## src/verilog/gei_pkg.sv

```systemverilog
// Package with constants and types of the external interrupt unit
// Behaviour
// - Four independent sources each drive their own vector request toward the processor.
// - Sources watch the ordinary input path, so a pin used by a peripheral or as output still works.
// - Only an analog pin is unusable as a source; every other configuration is usable.
// - An analog pin reads as logic high to the interrupt logic.
// - A trigger mode field of 0 disables, 1..5 select rising, falling, both, high level, low level.
// - Without the filter any pulse or level of at least 80 ns is latched.
// - The filter enable bit inserts a digital filter; then 450 ns events are surely latched.
// - The pending flag register clears a bit on write 1 and ignores write 0.
// - In level mode a flag cleared while the input is active comes back on the next cycle; the unit keeps it set, as the detection wins over the clear.
// - The first source is fixed to port B pin 0 and the second to port B pin 6.
// - Third and fourth sources pick a pin by code: 0-7 A, 8-15 B, 16-23 C, 25-28 D1-4, 32-35 E0-3.
package gei_pkg;

    // Clock and timing
    localparam int CLK_PERIOD_NS  = 8;
    localparam int MIN_PULSE_NS   = 80;
    localparam int FILT_PULSE_NS  = 450;
    localparam int MIN_PULSE_CYC  = (MIN_PULSE_NS / CLK_PERIOD_NS < 1) ? 1 : MIN_PULSE_NS / CLK_PERIOD_NS;
    localparam int FILT_PULSE_CYC = (FILT_PULSE_NS / CLK_PERIOD_NS < 1) ? 1 : FILT_PULSE_NS / CLK_PERIOD_NS;
    // Filter needs this many equal samples; margin of four cycles for sampling skew
    localparam int FILT_STABLE    = FILT_PULSE_CYC - 4;
    localparam int FILT_CNT_W     = $clog2(FILT_STABLE + 1);

    // Sizes
    localparam int NUM_SRC  = 4;
    localparam int NUM_PINS = 40;
    localparam int SEL_W    = 6;

    // Fixed pins and selection map
    localparam logic [SEL_W-1:0] PORT_B_PIN_0_IDX = 6'h08;
    localparam logic [SEL_W-1:0] PORT_B_PIN_6_IDX = 6'h0e;
    localparam logic [SEL_W-1:0] SEL_C_LAST       = 6'h17;
    localparam logic [SEL_W-1:0] SEL_D_FIRST      = 6'h19;
    localparam logic [SEL_W-1:0] SEL_D_LAST       = 6'h1c;
    localparam logic [SEL_W-1:0] SEL_E_FIRST      = 6'h20;
    localparam logic [SEL_W-1:0] SEL_E_LAST       = 6'h23;

    // Register byte offsets
    localparam logic [7:0] CFG0_OFS    = 8'h00;
    localparam logic [7:0] CFG1_OFS    = 8'h04;
    localparam logic [7:0] CFG2_OFS    = 8'h08;
    localparam logic [7:0] CFG3_OFS    = 8'h0c;
    localparam logic [7:0] SELC_OFS    = 8'h10;
    localparam logic [7:0] SELD_OFS    = 8'h14;
    localparam logic [7:0] FLAG_OFS    = 8'h18;
    localparam logic [7:0] EVSTAT_OFS  = 8'h1c;
    localparam logic [7:0] EVMASK_OFS  = 8'h20;
    localparam logic [7:0] INVIEW_OFS  = 8'h24;

    // Field positions and reset values
    localparam int          CFG_MODE_LSB  = 0;
    localparam int          CFG_FILT_BIT  = 3;
    localparam logic [3:0]  CFG_RST       = 4'h0;
    localparam logic [SEL_W-1:0] SEL_RST  = 6'h00;
    localparam logic [3:0]  FLAG_RST      = 4'h0;
    localparam logic [3:0]  MASK_RST      = 4'h0;

    // Trigger modes in register order
    typedef enum logic [2:0] {
        GEI_DISABLED,
        GEI_RISING,
        GEI_FALLING,
        GEI_BOTH,
        GEI_HIGH,
        GEI_LOW
    } gei_mode_e;

    // Source configuration as stored
    typedef struct packed {
        logic       filter_enable_bit;
        logic [2:0] trigger_mode_field;
    } gei_cfg_s;

endpackage

```

## src/verilog/gei_chan.sv

```systemverilog
// One source channel: optional filter, edge and level detection
`timescale 1ns/100ps
module gei_chan (
    input  wire logic             clk_i,
    input  wire logic             rst_i,
    input  wire logic             pin_i,
    input  wire logic             valid_i,
    input  wire gei_pkg::gei_cfg_s cfg_i,
    output logic                  det_o,
    output logic                  seen_o
);
    import gei_pkg::*;

    logic                  samp_ff;
    logic                  filt_ff;
    logic                  prev_ff;
    logic [FILT_CNT_W-1:0] cnt_ff;
    logic [FILT_CNT_W-1:0] nxt_cnt;
    logic                  nxt_filt;
    logic                  cur;
    logic                  rise;
    logic                  fall;
    gei_mode_e             mode;

    // Filter counts differing samples; a short glitch never moves the output.
    // While disabled it follows the sample, so enabling it later raises no false edge
    assign nxt_cnt  = (!cfg_i.filter_enable_bit || samp_ff == filt_ff) ? '0 :
                      (cnt_ff == FILT_CNT_W'(FILT_STABLE - 1)) ? '0 : cnt_ff + 1'b1;
    assign nxt_filt = !cfg_i.filter_enable_bit ? samp_ff :
                      (samp_ff != filt_ff && cnt_ff == FILT_CNT_W'(FILT_STABLE - 1)) ? samp_ff : filt_ff;
    assign cur      = cfg_i.filter_enable_bit ? filt_ff : samp_ff;
    assign rise     = cur & ~prev_ff;
    assign fall     = ~cur & prev_ff;
    assign mode     = gei_mode_e'(cfg_i.trigger_mode_field);
    assign seen_o   = cur;

    // Sample every cycle so a pulse of one period is already caught
    always_ff @(posedge clk_i) begin
        if (rst_i) begin
            samp_ff <= 1'b1;
            filt_ff <= 1'b1;
            prev_ff <= 1'b1;
            cnt_ff  <= '0;
        end else begin
            samp_ff <= pin_i;
            filt_ff <= nxt_filt;
            prev_ff <= cur;
            cnt_ff  <= nxt_cnt;
        end
    end

    // Mode decode; codes 6 and 7 act as disabled
    always_comb begin
        det_o = 1'b0;
        unique case (mode)
            GEI_DISABLED: det_o = 1'b0;
            GEI_RISING:   det_o = rise;
            GEI_FALLING:  det_o = fall;
            GEI_BOTH:     det_o = rise | fall;
            GEI_HIGH:     det_o = cur;
            GEI_LOW:      det_o = ~cur;
            default:      det_o = 1'b0;
        endcase
        if (!valid_i) begin
            det_o = 1'b0;
        end
    end

endmodule // gei_chan

```

## src/verilog/gei_top.sv

```systemverilog
// External interrupt unit with classic Wishbone register slave
`timescale 1ns/100ps
module gei_top (
    input  wire logic                          clk_i,
    input  wire logic                          rst_i,
    // Wishbone slave
    input  wire logic                          cyc_i,
    input  wire logic                          stb_i,
    input  wire logic                          we_i,
    input  wire logic [7:0]                    adr_i,
    input  wire logic [3:0]                    sel_i,
    input  wire logic [31:0]                   dat_i,
    output logic [31:0]                        dat_o,
    output logic                               ack_o,
    // Pin inputs from the ordinary input path, index port*8+pin
    input  wire logic [gei_pkg::NUM_PINS-1:0]  pin_in_i,
    input  wire logic [gei_pkg::NUM_PINS-1:0]  pin_analog_i,
    // Vector requests and summary interrupt
    output logic [gei_pkg::NUM_SRC-1:0]        vec_req_o,
    output logic                               int_o
);
    import gei_pkg::*;

    // Registers
    gei_cfg_s           cfg_ff [NUM_SRC];
    logic [SEL_W-1:0]   third_source_pin_select_ff;
    logic [SEL_W-1:0]   fourth_source_pin_select_ff;
    logic [NUM_SRC-1:0] pending_flag_register_ff;
    logic [NUM_SRC-1:0] evstat_ff;
    logic [NUM_SRC-1:0] evmask_ff;
    logic [NUM_SRC-1:0] vec_ff;
    logic               ack_ff;
    logic [31:0]        dat_ff;

    // Next values
    logic [NUM_SRC-1:0] nxt_flag;
    logic [NUM_SRC-1:0] nxt_evstat;
    logic [NUM_SRC-1:0] nxt_vec;
    logic [31:0]        nxt_dat;

    // Bus decode
    wire                bus_req  = cyc_i & stb_i & ~ack_ff;
    wire                wr_en    = bus_req & we_i & sel_i[0];
    wire                rd_en    = bus_req & ~we_i;
    wire                wr_cfg0  = wr_en & (adr_i == CFG0_OFS);
    wire                wr_cfg1  = wr_en & (adr_i == CFG1_OFS);
    wire                wr_cfg2  = wr_en & (adr_i == CFG2_OFS);
    wire                wr_cfg3  = wr_en & (adr_i == CFG3_OFS);
    wire                wr_selc  = wr_en & (adr_i == SELC_OFS);
    wire                wr_seld  = wr_en & (adr_i == SELD_OFS);
    wire                wr_flag  = wr_en & (adr_i == FLAG_OFS);
    wire                wr_mask  = wr_en & (adr_i == EVMASK_OFS);
    wire                rd_stat  = rd_en & (adr_i == EVSTAT_OFS);

    // Channel signals
    logic [NUM_PINS-1:0] pin_dig;
    logic [NUM_SRC-1:0]  src_pin;
    logic [NUM_SRC-1:0]  src_valid;
    logic [NUM_SRC-1:0]  det;
    logic [NUM_SRC-1:0]  seen;
    logic [NUM_SRC-1:0]  mode_on;
    logic [NUM_SRC-1:0]  flag_clr;
    logic [NUM_SRC-1:0]  flag_new;
    wire                 valid_c;
    wire                 valid_d;

    // Analog pins look high; every other configuration passes the pin
    assign pin_dig = pin_in_i | pin_analog_i;

    // Selection map for the third and fourth sources
    assign valid_c = (third_source_pin_select_ff <= SEL_C_LAST) ||
                     (third_source_pin_select_ff >= SEL_D_FIRST &&
                      third_source_pin_select_ff <= SEL_D_LAST) ||
                     (third_source_pin_select_ff >= SEL_E_FIRST &&
                      third_source_pin_select_ff <= SEL_E_LAST);
    assign valid_d = (fourth_source_pin_select_ff <= SEL_C_LAST) ||
                     (fourth_source_pin_select_ff >= SEL_D_FIRST &&
                      fourth_source_pin_select_ff <= SEL_D_LAST) ||
                     (fourth_source_pin_select_ff >= SEL_E_FIRST &&
                      fourth_source_pin_select_ff <= SEL_E_LAST);

    // Out-of-range codes read a constant and are also gated in the channel
    assign src_pin[0]   = pin_dig[PORT_B_PIN_0_IDX];
    assign src_pin[1]   = pin_dig[PORT_B_PIN_6_IDX];
    assign src_pin[2]   = valid_c ? pin_dig[third_source_pin_select_ff] : 1'b1;
    assign src_pin[3]   = valid_d ? pin_dig[fourth_source_pin_select_ff] : 1'b1;
    assign src_valid    = {valid_d, valid_c, 2'b11};

    // One channel per source, each independent
    generate
        for (genvar g = 0; g < NUM_SRC; g++) begin : g_src
            gei_chan u_chan (
                .clk_i   (clk_i),
                .rst_i   (rst_i),
                .pin_i   (src_pin[g]),
                .valid_i (src_valid[g]),
                .cfg_i   (cfg_ff[g]),
                .det_o   (det[g]),
                .seen_o  (seen[g])
            );
            assign mode_on[g] = (cfg_ff[g].trigger_mode_field != 3'h0);
        end
    endgenerate

    // Flag update: a detection in the clearing cycle wins over the clear
    assign flag_clr = wr_flag ? dat_i[NUM_SRC-1:0] : '0;
    assign nxt_flag = (pending_flag_register_ff & ~flag_clr) | det;
    assign flag_new = det & ~pending_flag_register_ff;

    // Event status: a newly pending source is sticky until read
    assign nxt_evstat = (rd_stat ? '0 : evstat_ff) | flag_new;

    // Vector request stands while flag is set and the trigger mode field is nonzero (codes 6 and 7 included)
    assign nxt_vec = nxt_flag & mode_on;

    // Read mux; unmapped addresses read zero
    always_comb begin
        nxt_dat = 32'h0;
        unique case (adr_i)
            CFG0_OFS:   nxt_dat[3:0] = cfg_ff[0];
            CFG1_OFS:   nxt_dat[3:0] = cfg_ff[1];
            CFG2_OFS:   nxt_dat[3:0] = cfg_ff[2];
            CFG3_OFS:   nxt_dat[3:0] = cfg_ff[3];
            SELC_OFS:   nxt_dat[SEL_W-1:0] = third_source_pin_select_ff;
            SELD_OFS:   nxt_dat[SEL_W-1:0] = fourth_source_pin_select_ff;
            FLAG_OFS:   nxt_dat[NUM_SRC-1:0] = pending_flag_register_ff;
            EVSTAT_OFS: nxt_dat[NUM_SRC-1:0] = evstat_ff;
            EVMASK_OFS: nxt_dat[NUM_SRC-1:0] = evmask_ff;
            INVIEW_OFS: nxt_dat[NUM_SRC-1:0] = seen;
            default:    nxt_dat = 32'h0;
        endcase
    end

    // Bus handshake: ack one cycle after the request, dropped the next
    always_ff @(posedge clk_i) begin
        if (rst_i) begin
            ack_ff <= 1'b0;
            dat_ff <= 32'h0;
        end else begin
            ack_ff <= bus_req;
            dat_ff <= rd_en ? nxt_dat : dat_ff;
        end
    end

    // Configuration registers
    always_ff @(posedge clk_i) begin
        if (rst_i) begin
            cfg_ff[0] <= CFG_RST;
            cfg_ff[1] <= CFG_RST;
            cfg_ff[2] <= CFG_RST;
            cfg_ff[3] <= CFG_RST;
        end else begin
            if (wr_cfg0) cfg_ff[0] <= dat_i[3:0];
            if (wr_cfg1) cfg_ff[1] <= dat_i[3:0];
            if (wr_cfg2) cfg_ff[2] <= dat_i[3:0];
            if (wr_cfg3) cfg_ff[3] <= dat_i[3:0];
        end
    end

    // Pin selection registers
    always_ff @(posedge clk_i) begin
        if (rst_i) begin
            third_source_pin_select_ff  <= SEL_RST;
            fourth_source_pin_select_ff <= SEL_RST;
        end else begin
            if (wr_selc) third_source_pin_select_ff  <= dat_i[SEL_W-1:0];
            if (wr_seld) fourth_source_pin_select_ff <= dat_i[SEL_W-1:0];
        end
    end

    // Mask register
    always_ff @(posedge clk_i) begin
        if (rst_i) begin
            evmask_ff <= MASK_RST;
        end else if (wr_mask) begin
            evmask_ff <= dat_i[NUM_SRC-1:0];
        end
    end

    // Pending flags, event status and vector requests
    always_ff @(posedge clk_i) begin
        if (rst_i) begin
            pending_flag_register_ff <= FLAG_RST;
            evstat_ff                <= FLAG_RST;
            vec_ff                   <= FLAG_RST;
        end else begin
            pending_flag_register_ff <= nxt_flag;
            evstat_ff                <= nxt_evstat;
            vec_ff                   <= nxt_vec;
        end
    end

    // Outputs
    assign dat_o     = dat_ff;
    assign ack_o     = ack_ff;
    assign vec_req_o = vec_ff;
    assign int_o     = |(evstat_ff & evmask_ff);

endmodule // gei_top
```

## config.mk

```make
export PLATFORM = sky130hd
export DESIGN_NAME = gei_top
export DESIGN_NICKNAME = d
export VERILOG_FILES = /design/src/verilog/gei_pkg.sv /design/src/verilog/gei_chan.sv /design/src/verilog/gei_top.sv
export SDC_FILE = /design/constraint.sdc
export NUM_CORES = 1
export LEC_CHECK = 0
export BUFFER_PORTS_ARGS = -buffer_cell sky130_fd_sc_hd__buf_2
export CAP_MARGIN = 40
export CELL_PAD_IN_SITES_DETAIL_PLACEMENT = 1
export CELL_PAD_IN_SITES_GLOBAL_PLACEMENT = 1
export CORE_ASPECT_RATIO = 2
export CORE_MARGIN = 2
export CORE_UTILIZATION = 34
export DETAILED_ROUTE_END_ITERATION = 10
export GPL_ROUTABILITY_DRIVEN = 0
export PLACE_DENSITY = 0.86
export SLEW_MARGIN = 20
export SYNTH_ARGS = -nofsm -noshare
export SYNTH_HDL_FRONTEND = slang
export SYNTH_SLANG_ARGS = --single-unit
```

## constraint.sdc

```tcl
create_clock -name clk_i -period 1.8 [get_ports clk_i]
set_input_delay 0.27 -clock clk_i [delete_from_list [all_inputs] [get_ports clk_i]]
set_output_delay 0.27 -clock clk_i [all_outputs]
set_load 0.005 [all_outputs]
```

==> summary.md, run 1 <==
| Metric | Value |
|---|---|
| Upper clock frequency limit | `551 MHz` |
| Post-detail-place hpwl | `14500 µm` |
| Area growth from synthesis to layout | `31.6%` |
| Vias post-DR | `5282` |
| Synthesized instance count | `616` |
| Remaining antenna violation count after routing | `0` |
| Family with the most delay on the worst path | `compound AO/OA/AOI/OAI gates` |
| Number of endpoints failing setup at the final stage | `1` |
| Vert. Die Dim | `180 µm` |
| Period Utilization, post-route | `101%` |
| Required time of the critical path | `2.09 ns` |
| DRT Pass-1 Iters | `6` |
| Routed wire per std cell | `18.3 µm` |
| Clock latency reported for the late side of the worst-skew pair | `0.35 ns` |
| Leakage power total | `0.00282 µW` |
| Async S/R FF share, synth | `0%` |
| Port bufs | `111` |
| Area enclosed by the die boundary | `16600 µm²` |
| Reg clk slew, reported paths | `0.06 ns` |
| CTS tree | `built` |
| Number of global-route vias before repair | `5825` |
| Initial DRC count | `256` |
| Post-synthesis instance area | `5280 µm²` |
| Pin count of the biggest net entering global routing | `27` |
| Filler cell count | `1914` |
| Level count of the clock H-tree | `3` |
| Slack of the critical path | `-0.0156 ns` |
| Number of antenna violations at the first check in global routing | `0` |
| Max Transition Viols Final | `0` |
| Placement Setup Slack | `-0.135 ns` |
| Total buffers and inverters traversed by the critical path | `1` |
| Post-synth top flop | `dfxtp_1` |
| Synthesized area per cell | `8.57 µm²` |
| Post-synth EDFFs | `16` |
| Maximum fanout along the worst path | `2` |
| Nets | `931` |
| Part of the Yosys area used for sequential elements | `36.0%` |
| Power density cells | `639 nW/µm²` |
| Remaining global-route overflow | `0` |
| Kind of start point of the critical path | `flop` |
| Hold violation count in the final report | `0` |
| # diodes | `0` |
| Sum of negative setup slack | `-0.0156 ns` |
| Element type at the critical path end | `flop` |
| Worst path cell trace | `mux2i_2 -> inv_2 -> ha_4 -> nor2b_2 -> o21ai_1 -> a21oi_1 -> o21bai_2 -> a21oi_2 -> o31a_1` |
| Proportion of layout cells with a drive suffix above 1 | `34.5%` |
| Setup repair after global routing missed its margin | `yes` |
| Arrival time of the worst setup path | `2.11 ns` |
| Placement Rows | `64` |
| Die span in x | `92.1 µm` |
| Maximum Capacitance Violations | `0` |
| GR Util All Layers | `22.1%` |
| Aggregate routed wire length | `18200 µm` |
| Slowest cell on crit path | `edfxtp_1` |
| Clock root buffer master | `clkbuf_16` |
| CTS sink cnt | `87` |
| Setup CP Type | `reg -> reg` |
| Maximum vdd ir drop | `0.000352 V` |
| Post-synthesis register bit count | `87` |
| Stage delay of the slowest cell on the critical path | `0.42 ns` |
| Hold Path Class | `in -> reg` |
| CTS Buffer Depth | `2` |
| Most common cell after layout, fill and taps aside | `buf_2` |
| Clock buffer count from CTS | `9` |
| Count of yosys warnings during synthesis | `0` |
| Mean number of vias per cell | `5.32` |
| Standard cell core area | `15200 µm²` |
| Worst clock skew on the final layout | `0.00937 ns` |
| Cell taking the most area after synthesis | `dfxtp_1` |
| Unique cell type count in the Yosys netlist | `72` |
| Area contributors post-synth | `dfxtp_1 27%, edfxtp_1 9.1%, nor2_1 6.7%, mux2i_1 4.2%, buf_4 3.8%` |
| Most used cells in the layout excluding fill and tap cells | `111 x buf_2, 92 x nor2_1, 81 x buf_4, 69 x dfxtp_1, 39 x nand2_1` |
| Share of Yosys cell area claimed by the top area cell type | `26.9%` |
| Wire length of the first global-routing pass | `28600 µm` |
| Clock period minus worst slack | `1.82 ns` |
| Initial Utilization | `34.7%` |
| Run status | `finished with violations` |
| Violated checks | `negative setup slack` |
| Detailed-route DRC error count | `0` |
| Worst rel slew slack | `63.3%` |
| Tightest Pin Transition | `0.551 ns` |
| Ports placed on the boundary | `167` |
stage by stage:
stage	hold WS [ns]	instance area (µm²)	power (µW)	cells	util, %
global placement	0.422	6410	2660	971	42.2
detailed placement	0.432	6410	2680	971	42.2
CTS	0.127	6810	4450	990	44.8
finish	0.149	6940	4440	993	45.6
global route	0.158	6940	4610	993	45.6
floorplan	0.372	5380	2410	641	-
where the power goes:
part	switching, µW	internal [µW]
clock	770	967
sequential	52.8	2030
combinational	325	294
total	1150	3290
state kept, by name, summed over array words and instances, names as in the netlist:
register and count:
g_src.u_chan.cnt_ff 24, cfg_ff 16, dat_o 6, fourth_source_pin_select_ff 6, third_source_pin_select_ff 6, evmask_ff 4, evstat_ff 4, g_src.u_chan.filt_ff 4
g_src.u_chan.prev_ff 4, g_src.u_chan.samp_ff 4, pending_flag_register_ff 4, vec_req_o 4, ack_o 1
cell families after synthesis:
logic type               synth area share, %
adder cells (fa/ha/maj)                 2.84
AO/OA/AOI/OAI                           16.3
flip-flops                              36.0
XOR/XNOR                                3.82
multiplexers                            9.77
AND/OR/NAND/NOR                         23.4
other                                 0.0711
buffers and inverters                   7.78
area by class of cell:
cell class	count	area, µm²	share of cell area, %
Sequential cell	87	1910	27.5
Multi-Input combinational cell	478	3270	47.2
Clock buffer	12	246	3.55
Tap cell	198	248	3.57
Timing Repair Buffer	192	1160	16.8
Inverter	22	82.6	1.19
Clock inverter	4	22.5	0.324
worst register-to-register path, delay by kind of cell, from the launching register on:
kind	cells	cell delay [ns]
buffers and inverters	1	0.08
AO/OA/AOI/OAI	5	0.69
multiplexers	1	0.24
flip-flops	1	0.42
adder cells (fa/ha/maj)	1	0.24
AND/OR/NAND/NOR	1	0.10
synthesized netlist by cell type, drive strengths merged, types with 3 or more instances:
cell type  instances
mux2i             22
o311ai             3
mux2               6
and2              17
nor2b              5
o21ai             18
buf               36
nand3             15
dfxtp             71
nor4b              3
nor3              36
xor2               7
nor3b              3
o31a               3
nand3b             4
o22ai              5
nor2              97
a211o              4
inv               22
and3               3
nor4               6
o41ai              3
a2bb2oi            3
ha                12
xnor2             16
a21oi             41
o21bai             5
nand2             41
a22oi             10
or3               10
o21a               4
mux4              10
a211oi            10
clkbuf            18
edfxtp            16
nand2b             5
what timing repair did:
item | 4_1_cts | 5_1_grt
hold buffers | 0 | 0
resized for setup | 21 | 25
pin swaps | 13 | 18
setup endpoints to repair | 15 | 32
setup buffers | 3 | 3
path summary, 6_finish.rpt:
kind	endpoint	cells after the start	start	slack, ns
setup / recovery	vec_req_o[3]	9	cfg_ff[3][3]	-0.02
hold / removal	g_src[0].u_chan.samp_ff	2	pin_analog_i[8]	0.15
setup reg to reg	vec_req_o[3]	9	cfg_ff[3][3]	-0.02
hold reg to reg	g_src[0].u_chan.cnt_ff[0]	1	g_src[0].u_chan.cnt_ff[0]	0.44
layer usage:
layer / vias to the layer above / part of all wire (%) / GRT usage (%)
met5: - / 0 / 0
met4: 0 / 6.6 / 15.5
met3: 61 / 4.0 / 3.93
met2: 185 / 56 / 43.1
met1: 2544 / 33 / 19.6
li1: 2492 / - / -
Note: power is estimated with default switching activity, not from simulation.
==> inputs of run 2 (changes only) <==
--- a/config.mk
+++ b/config.mk
@@ -7,14 +7,12 @@
 export LEC_CHECK = 0
 export BUFFER_PORTS_ARGS = -buffer_cell sky130_fd_sc_hd__buf_2
 export CAP_MARGIN = 40
-export CELL_PAD_IN_SITES_DETAIL_PLACEMENT = 1
-export CELL_PAD_IN_SITES_GLOBAL_PLACEMENT = 1
 export CORE_ASPECT_RATIO = 2
 export CORE_MARGIN = 2
-export CORE_UTILIZATION = 34
+export CORE_UTILIZATION = 40
 export DETAILED_ROUTE_END_ITERATION = 10
 export GPL_ROUTABILITY_DRIVEN = 0
-export PLACE_DENSITY = 0.86
+export PLACE_DENSITY = 0.77
 export SLEW_MARGIN = 20
 export SYNTH_ARGS = -nofsm -noshare
 export SYNTH_HDL_FRONTEND = slang
==> run 2 against run 1 <==
Global-route usage shrank 0.47 points. Cell area fell by 1.1%. Critical path depth did not move. Sequential cell count unchanged. The run still ends with negative setup slack left. Total power up 3.8%. First-iteration DRC count is 37% higher. Critical path type unchanged. Largest cell class unchanged. Highest routed layer unchanged.
==> summary.md, run 2 (synthesized netlist as in run 1, its figures left out) <==
| Metric | Value |
|---|---|
| Largest registers | `g_src.u_chan.cnt_ff x24, cfg_ff x16` |
| Maximum fanout along the worst path | `2` |
| Worst path cell trace | `mux2i_2 -> inv_2 -> ha_4 -> nor2b_2 -> o21ai_1 -> a21oi_1 -> o21bai_1 -> a21oi_1 -> o31a_1` |
| Remaining global-route overflow | `0` |
| Launch point of the worst reg-to-reg path | `cfg_ff[3][3]` |
| Worst Hold Launch | `pin_in_i[14]` |
| Initial DRC count | `350` |
| Nets | `923` |
| Required time of the critical path | `2.08 ns` |
| Stage delay of the slowest cell on the critical path | `0.43 ns` |
| Slowest cell on crit path | `edfxtp_1` |
| Arrival time of the worst setup path | `2.16 ns` |
| Worst setup slack for register-to-register paths | `-0.08 ns` |
| Hold violation count in the final report | `0` |
| Initial Utilization | `40.9%` |
| CTS sink cnt | `87` |
| Clock network fraction of total power | `41.7%` |
| Number of flip-flops under the largest register name | `24` |
| Worst rel slew slack | `64.2%` |
| Routed wire per std cell | `16.9 µm` |
| Remaining antenna violation count after routing | `0` |
| Period Utilization, post-route | `105%` |
| Overall power consumption | `4600 µW` |
| Hold Path Class | `in -> reg` |
| Net switching share of the total power | `24.6%` |
| Proportion of layout cells with a drive suffix above 1 | `33.0%` |
| CP Launch Point | `cfg_ff[3][3]` |
| Ports placed on the boundary | `167` |
| CTS tree | `built` |
| Maximum Capacitance Violations | `0` |
| Max Transition Viols Final | `0` |
| Most common cell after layout, fill and taps aside | `buf_2` |
| Setup repair after global routing missed its margin | `yes` |
| Fin Hold WS | `0.163 ns` |
| Combinational share of power | `13.1%` |
| Net switching power figure | `1130 µW` |
| Aggregate routed wire length | `15800 µm` |
| Share of the core filled with cells in the final layout | `53.2%` |
| CTS Buffer Depth | `2` |
| Clock period minus worst slack | `1.88 ns` |
| Vias post-DR | `5201` |
| Worst Reg-to-Reg Cells | `9` |
| Port bufs | `111` |
| Largest Register | `g_src.u_chan.cnt_ff` |
| Number of global-route vias before repair | `5083` |
| Family with the most delay on the worst path | `compound AO/OA/AOI/OAI gates` |
| Upper clock frequency limit | `531 MHz` |
| Count of cells along the worst hold path | `2` |
| Placement Setup Slack | `-0.0876 ns` |
| Sum of negative setup slack | `-0.308 ns` |
| Power density cells | `670 nW/µm²` |
| Total buffers and inverters traversed by the critical path | `1` |
| Level count of the clock H-tree | `3` |
| Clock root buffer master | `clkbuf_16` |
| Violated checks | `negative setup slack` |
| Area enclosed by the die boundary | `14200 µm²` |
| Storage cell area | `1910 µm²` |
| Die span in x | `85.2 µm` |
| Area growth from synthesis to layout | `30.1%` |
| Wire length of the first global-routing pass | `24400 µm` |
| Leakage power total | `0.00280 µW` |
| Setup CP Type | `reg -> reg` |
| CP most frequent cell | `a21oi_1` |
| Pin count of the biggest net entering global routing | `34` |
| GR Util All Layers | `21.6%` |
| # diodes | `0` |
| Internal power of the cells | `3470 µW` |
| Post-detail-place hpwl | `12100 µm` |
| Filler cell count | `1133` |
| Worst hold endpoint | `g_src[1].u_chan.samp_ff` |
| Multi-input gate area in the final layout | `3240 µm²` |
| Maximum vdd ir drop | `0.000490 V` |
| Worst clock skew on the final layout | `0.00477 ns` |
| Tightest Pin Transition | `0.530 ns` |
| Slack of the critical path | `-0.0829 ns` |
| Detailed-route DRC error count | `0` |
| Standard cell core area | `12900 µm²` |
| Power share of the sequential group | `45.2%` |
| Reg clk slew, reported paths | `0.06 ns` |
| Clock buffer count from CTS | `9` |
| Number of endpoints failing setup at the final stage | `7` |
| Placement Rows | `59` |
| Run status | `finished with violations` |
| DRT Pass-1 Iters | `5` |
| Mean number of vias per cell | `5.54` |
| Element type at the critical path end | `flop` |
| Vert. Die Dim | `166 µm` |
| Terminus of the critical flop-to-flop path | `vec_req_o[3]` |
| Kind of start point of the critical path | `flop` |
| Most used cells in the layout excluding fill and tap cells | `111 x buf_2, 92 x nor2_1, 70 x buf_4, 68 x dfxtp_1, 40 x nand2_1` |
| Number of antenna violations at the first check in global routing | `0` |
| Clock latency reported for the late side of the worst-skew pair | `0.34 ns` |
-- run 2: how the worst max path moves through the flow --
stage | cells after the start | slack [ns] | to
2_1_floorplan | 8 | 0.02 | vec_req_o[0]
3_3_place_gp | 8 | -0.02 | vec_req_o[0]
3_5_place_dp | 9 | -0.09 | vec_req_o[3]
4_1_cts | 9 | -0.05 | vec_req_o[2]
5_1_grt | 9 | -0.20 | vec_req_o[3]
6_report | 9 | -0.08 | vec_req_o[3]
-- run 2: worst register-to-register path, cell delays in order (launching register included) --
cell,delay (ns)
edfxtp_1,0.43
mux2i_2,0.24
inv_2,0.08
ha_4,0.21
nor2b_2,0.12
o21ai_1,0.07
a21oi_1,0.19
o21bai_1,0.13
a21oi_1,0.18
o31a_1,0.17
-- run 2: cell type report --
| class | count | share of cell area [%] |
|---|---|---|
| tap | 152 | 2.77 |
| timing repair buffer | 184 | 16.6 |
| clock buffer | 13 | 4.26 |
| clock inverter | 3 | 0.291 |
| multi-input combinational | 478 | 47.1 |
| inverter | 22 | 1.20 |
| sequential | 87 | 27.7 |
-- run 2: what timing repair did --
action	CTS	global route
gates resized for setup	4	34
setup buffers	2	4
hold endpoints to repair	0	0
cloned	0	0
setup endpoints to repair	4	21
pin swaps	2	18
hold buffers	0	0
-- run 2: power groups by stage --
stage                     Combinational, µW  Clock, µW  Sequential, µW
after CTS                               559       1940            2070
after global placement                  542          0            2110
after global routing                    656       2010            2080
after floorplan                         307          0            2100
after detailed placement                552          0            2120
final                                   603       1920            2080
-- run 2: per-stage QoR --
step	cells	cell area (µm²)
after floorplan	641	5380
after global placement	917	6330
after detailed placement	917	6330
after CTS	935	6670
after global routing	939	6870
final	939	6870
-- run 2: routing by layer --
layer	track usage, %	wire [µm]
met5	0	0
met1	21.5	5420
met3	2.97	950
met4	15.1	1140
met2	39.9	8320
==> inputs of run 3 (changes only) <==
--- a/config.mk
+++ b/config.mk
@@ -12,6 +12,7 @@
 export CORE_UTILIZATION = 40
 export DETAILED_ROUTE_END_ITERATION = 10
 export GPL_ROUTABILITY_DRIVEN = 0
+export MAX_ROUTING_LAYER = met4
 export PLACE_DENSITY = 0.77
 export SLEW_MARGIN = 20
 export SYNTH_ARGS = -nofsm -noshare
==> run 3 against run 2 <==
The flow still finishes with violations (negative setup slack). Sequential cell count unchanged. Global-route usage is 0.62 points higher. Wire length is 0.49% lower. Via count down 0.88%. Worst setup slack got worse by 0.0048 ns. Clock skew rose by 0.00058 ns. Cell area unchanged. Clock-buffer cell count is the same. Sequential share of layout area is the same. Die area did not move. Critical path type unchanged.
==> summary.md, run 3 (synthesized netlist as in run 1, its figures left out) <==
| Metric | Value |
|---|---|
| Fin Hold WS | `0.162 ns` |
| Clock period minus worst slack | `1.89 ns` |
| Required time of the critical path | `2.08 ns` |
| Clock buffer count from CTS | `9` |
| Level count of the clock H-tree | `3` |
| Most used cells in the layout excluding fill and tap cells | `111 x buf_2, 92 x nor2_1, 70 x buf_4, 68 x dfxtp_1, 40 x nand2_1` |
| Clock root buffer master | `clkbuf_16` |
| Sum of negative setup slack | `-0.287 ns` |
| Number of antenna violations at the first check in global routing | `0` |
| CTS Buffer Depth | `2` |
| Ports placed on the boundary | `167` |
| Period Utilization, post-route | `105%` |
| Number of flip-flops under the largest register name | `24` |
| Aggregate routed wire length | `15800 µm` |
| Die span in x | `85.2 µm` |
| Vert. Die Dim | `166 µm` |
| Max Transition Viols Final | `0` |
| Proportion of layout cells with a drive suffix above 1 | `33.0%` |
| Standard cell core area | `12900 µm²` |
| Non-Filler Instances | `939` |
| DRT Pass-1 Iters | `6` |
| Number of endpoints failing setup at the final stage | `7` |
| Slack of the critical path | `-0.0877 ns` |
| Remaining global-route overflow | `0` |
| Worst rel slew slack | `64.2%` |
| Setup repair after global routing missed its margin | `yes` |
| Largest Register | `g_src.u_chan.cnt_ff` |
| Largest registers | `g_src.u_chan.cnt_ff x24, cfg_ff x16` |
| Detailed-route DRC error count | `0` |
| Kind of start point of the critical path | `flop` |
| Reg clk slew, reported paths | `0.06 ns` |
| Setup CP Type | `reg -> reg` |
| Routing usage on met2 | `39.9%` |
| Post-detail-place hpwl | `12100 µm` |
| # diodes | `0` |
| Placement Rows | `59` |
| Leakage power total | `0.00280 µW` |
| Initial DRC count | `346` |
| Upper clock frequency limit | `530 MHz` |
| Hold Path Class | `in -> reg` |
| Run status | `finished with violations` |
| Wire length of the first global-routing pass | `24400 µm` |
| Post-CTS Hold Fix Bufs | `0` |
| Maximum fanout along the worst path | `2` |
| Area enclosed by the die boundary | `14200 µm²` |
| Hold violation count in the final report | `0` |
| Routed wire per std cell | `16.8 µm` |
| CTS tree | `built` |
| GR Util All Layers | `22.3%` |
| CTS sink cnt | `87` |
| Maximum Capacitance Violations | `0` |
| Most common cell after layout, fill and taps aside | `buf_2` |
| Power density cells | `670 nW/µm²` |
| Pin count of the biggest net entering global routing | `34` |
| Initial Utilization | `40.9%` |
| Element type at the critical path end | `flop` |
| Violated checks | `negative setup slack` |
| Share of the core filled with cells in the final layout | `53.2%` |
| Remaining antenna violation count after routing | `0` |
| Placed insts | `917` |
| Arrival time of the worst setup path | `2.17 ns` |
| Vias post-DR | `5155` |
| Number of global-route vias before repair | `5072` |
| Met1 track utilization from global routing | `21.5%` |
| Tightest Pin Transition | `0.531 ns` |
| Port bufs | `111` |
| GR Util met3 | `2.87%` |
| Area growth from synthesis to layout | `30.1%` |
| Mean number of vias per cell | `5.49` |
| Clock latency reported for the late side of the worst-skew pair | `0.34 ns` |
| Nets | `923` |
| Worst clock skew on the final layout | `0.00535 ns` |
| Most used routing layer in global routing | `met2` |
| Maximum vdd ir drop | `0.000489 V` |
| Placement Setup Slack | `-0.0876 ns` |
[run 3: cell counts in the layout (fill, tap and decap cells not counted)]
Identical to the previous run, type by type.
[run 3: layout make-up]
cell class	count	area [µm²]
Multi-Input combinational cell	478	3240
Inverter	22	82.6
Sequential cell	87	1910
Clock buffer	13	293
Tap cell	152	190
Clock inverter	3	20.0
Fill cell	1133	6050
Timing Repair Buffer	184	1140
[run 3: worst max-delay path, stage by stage, from the launching register on]
cell and delay, ns:
edfxtp_1 0.43, mux2i_2 0.24, inv_2 0.08, ha_4 0.21, nor2b_2 0.12, o21ai_1 0.07, a21oi_1 0.19, o21bai_1 0.13
a21oi_1 0.18, o31a_1 0.17
[run 3: timing repair]
| item | in CTS | in global routing |
|---|---|---|
| hold endpoints to repair | 0 | 0 |
| resized for setup | 4 | 34 |
| pin swaps | 2 | 18 |
| endpoints found under the setup margin | 4 | 21 |
| setup buffers | 2 | 4 |
[run 3: metal layers]
| layer | vias to the layer above | wire length [µm] |
|---|---|---|
| li1 | 2475 | - |
| met1 | 2360 | 5400 |
| met2 | 250 | 8350 |
| met3 | 70 | 884 |
| met4 | 0 | 1120 |
| met5 | - | 0 |
[run 3: path summary, 6_finish.rpt]
check	from	slack [ns]	cells past startpoint	to
worst max-delay path	cfg_ff[3][3]	-0.09	9	vec_req_o[3]
worst min-delay path	pin_in_i[14]	0.16	2	g_src[1].u_chan.samp_ff
worst max register to register	cfg_ff[3][3]	-0.09	9	vec_req_o[3]
worst min register to register	g_src[0].u_chan.cnt_ff[0]	0.44	1	g_src[0].u_chan.cnt_ff[0]
[run 3: metrics by stage]
step                total power, µW  instance area (µm²)
floorplan                      2410                 5380
global placement               2660                 6330
detailed placement             2670                 6330
CTS                            4570                 6670
global route                   4750                 6870
finish                         4600                 6870
[run 3: power by group]
part	internal [µW]	leakage, µW	switching, µW	total [µW]
Clock	1150	0.000157	774	1920
Sequential	2030	0.000740	50.2	2080
Combinational	294	0.00190	308	602
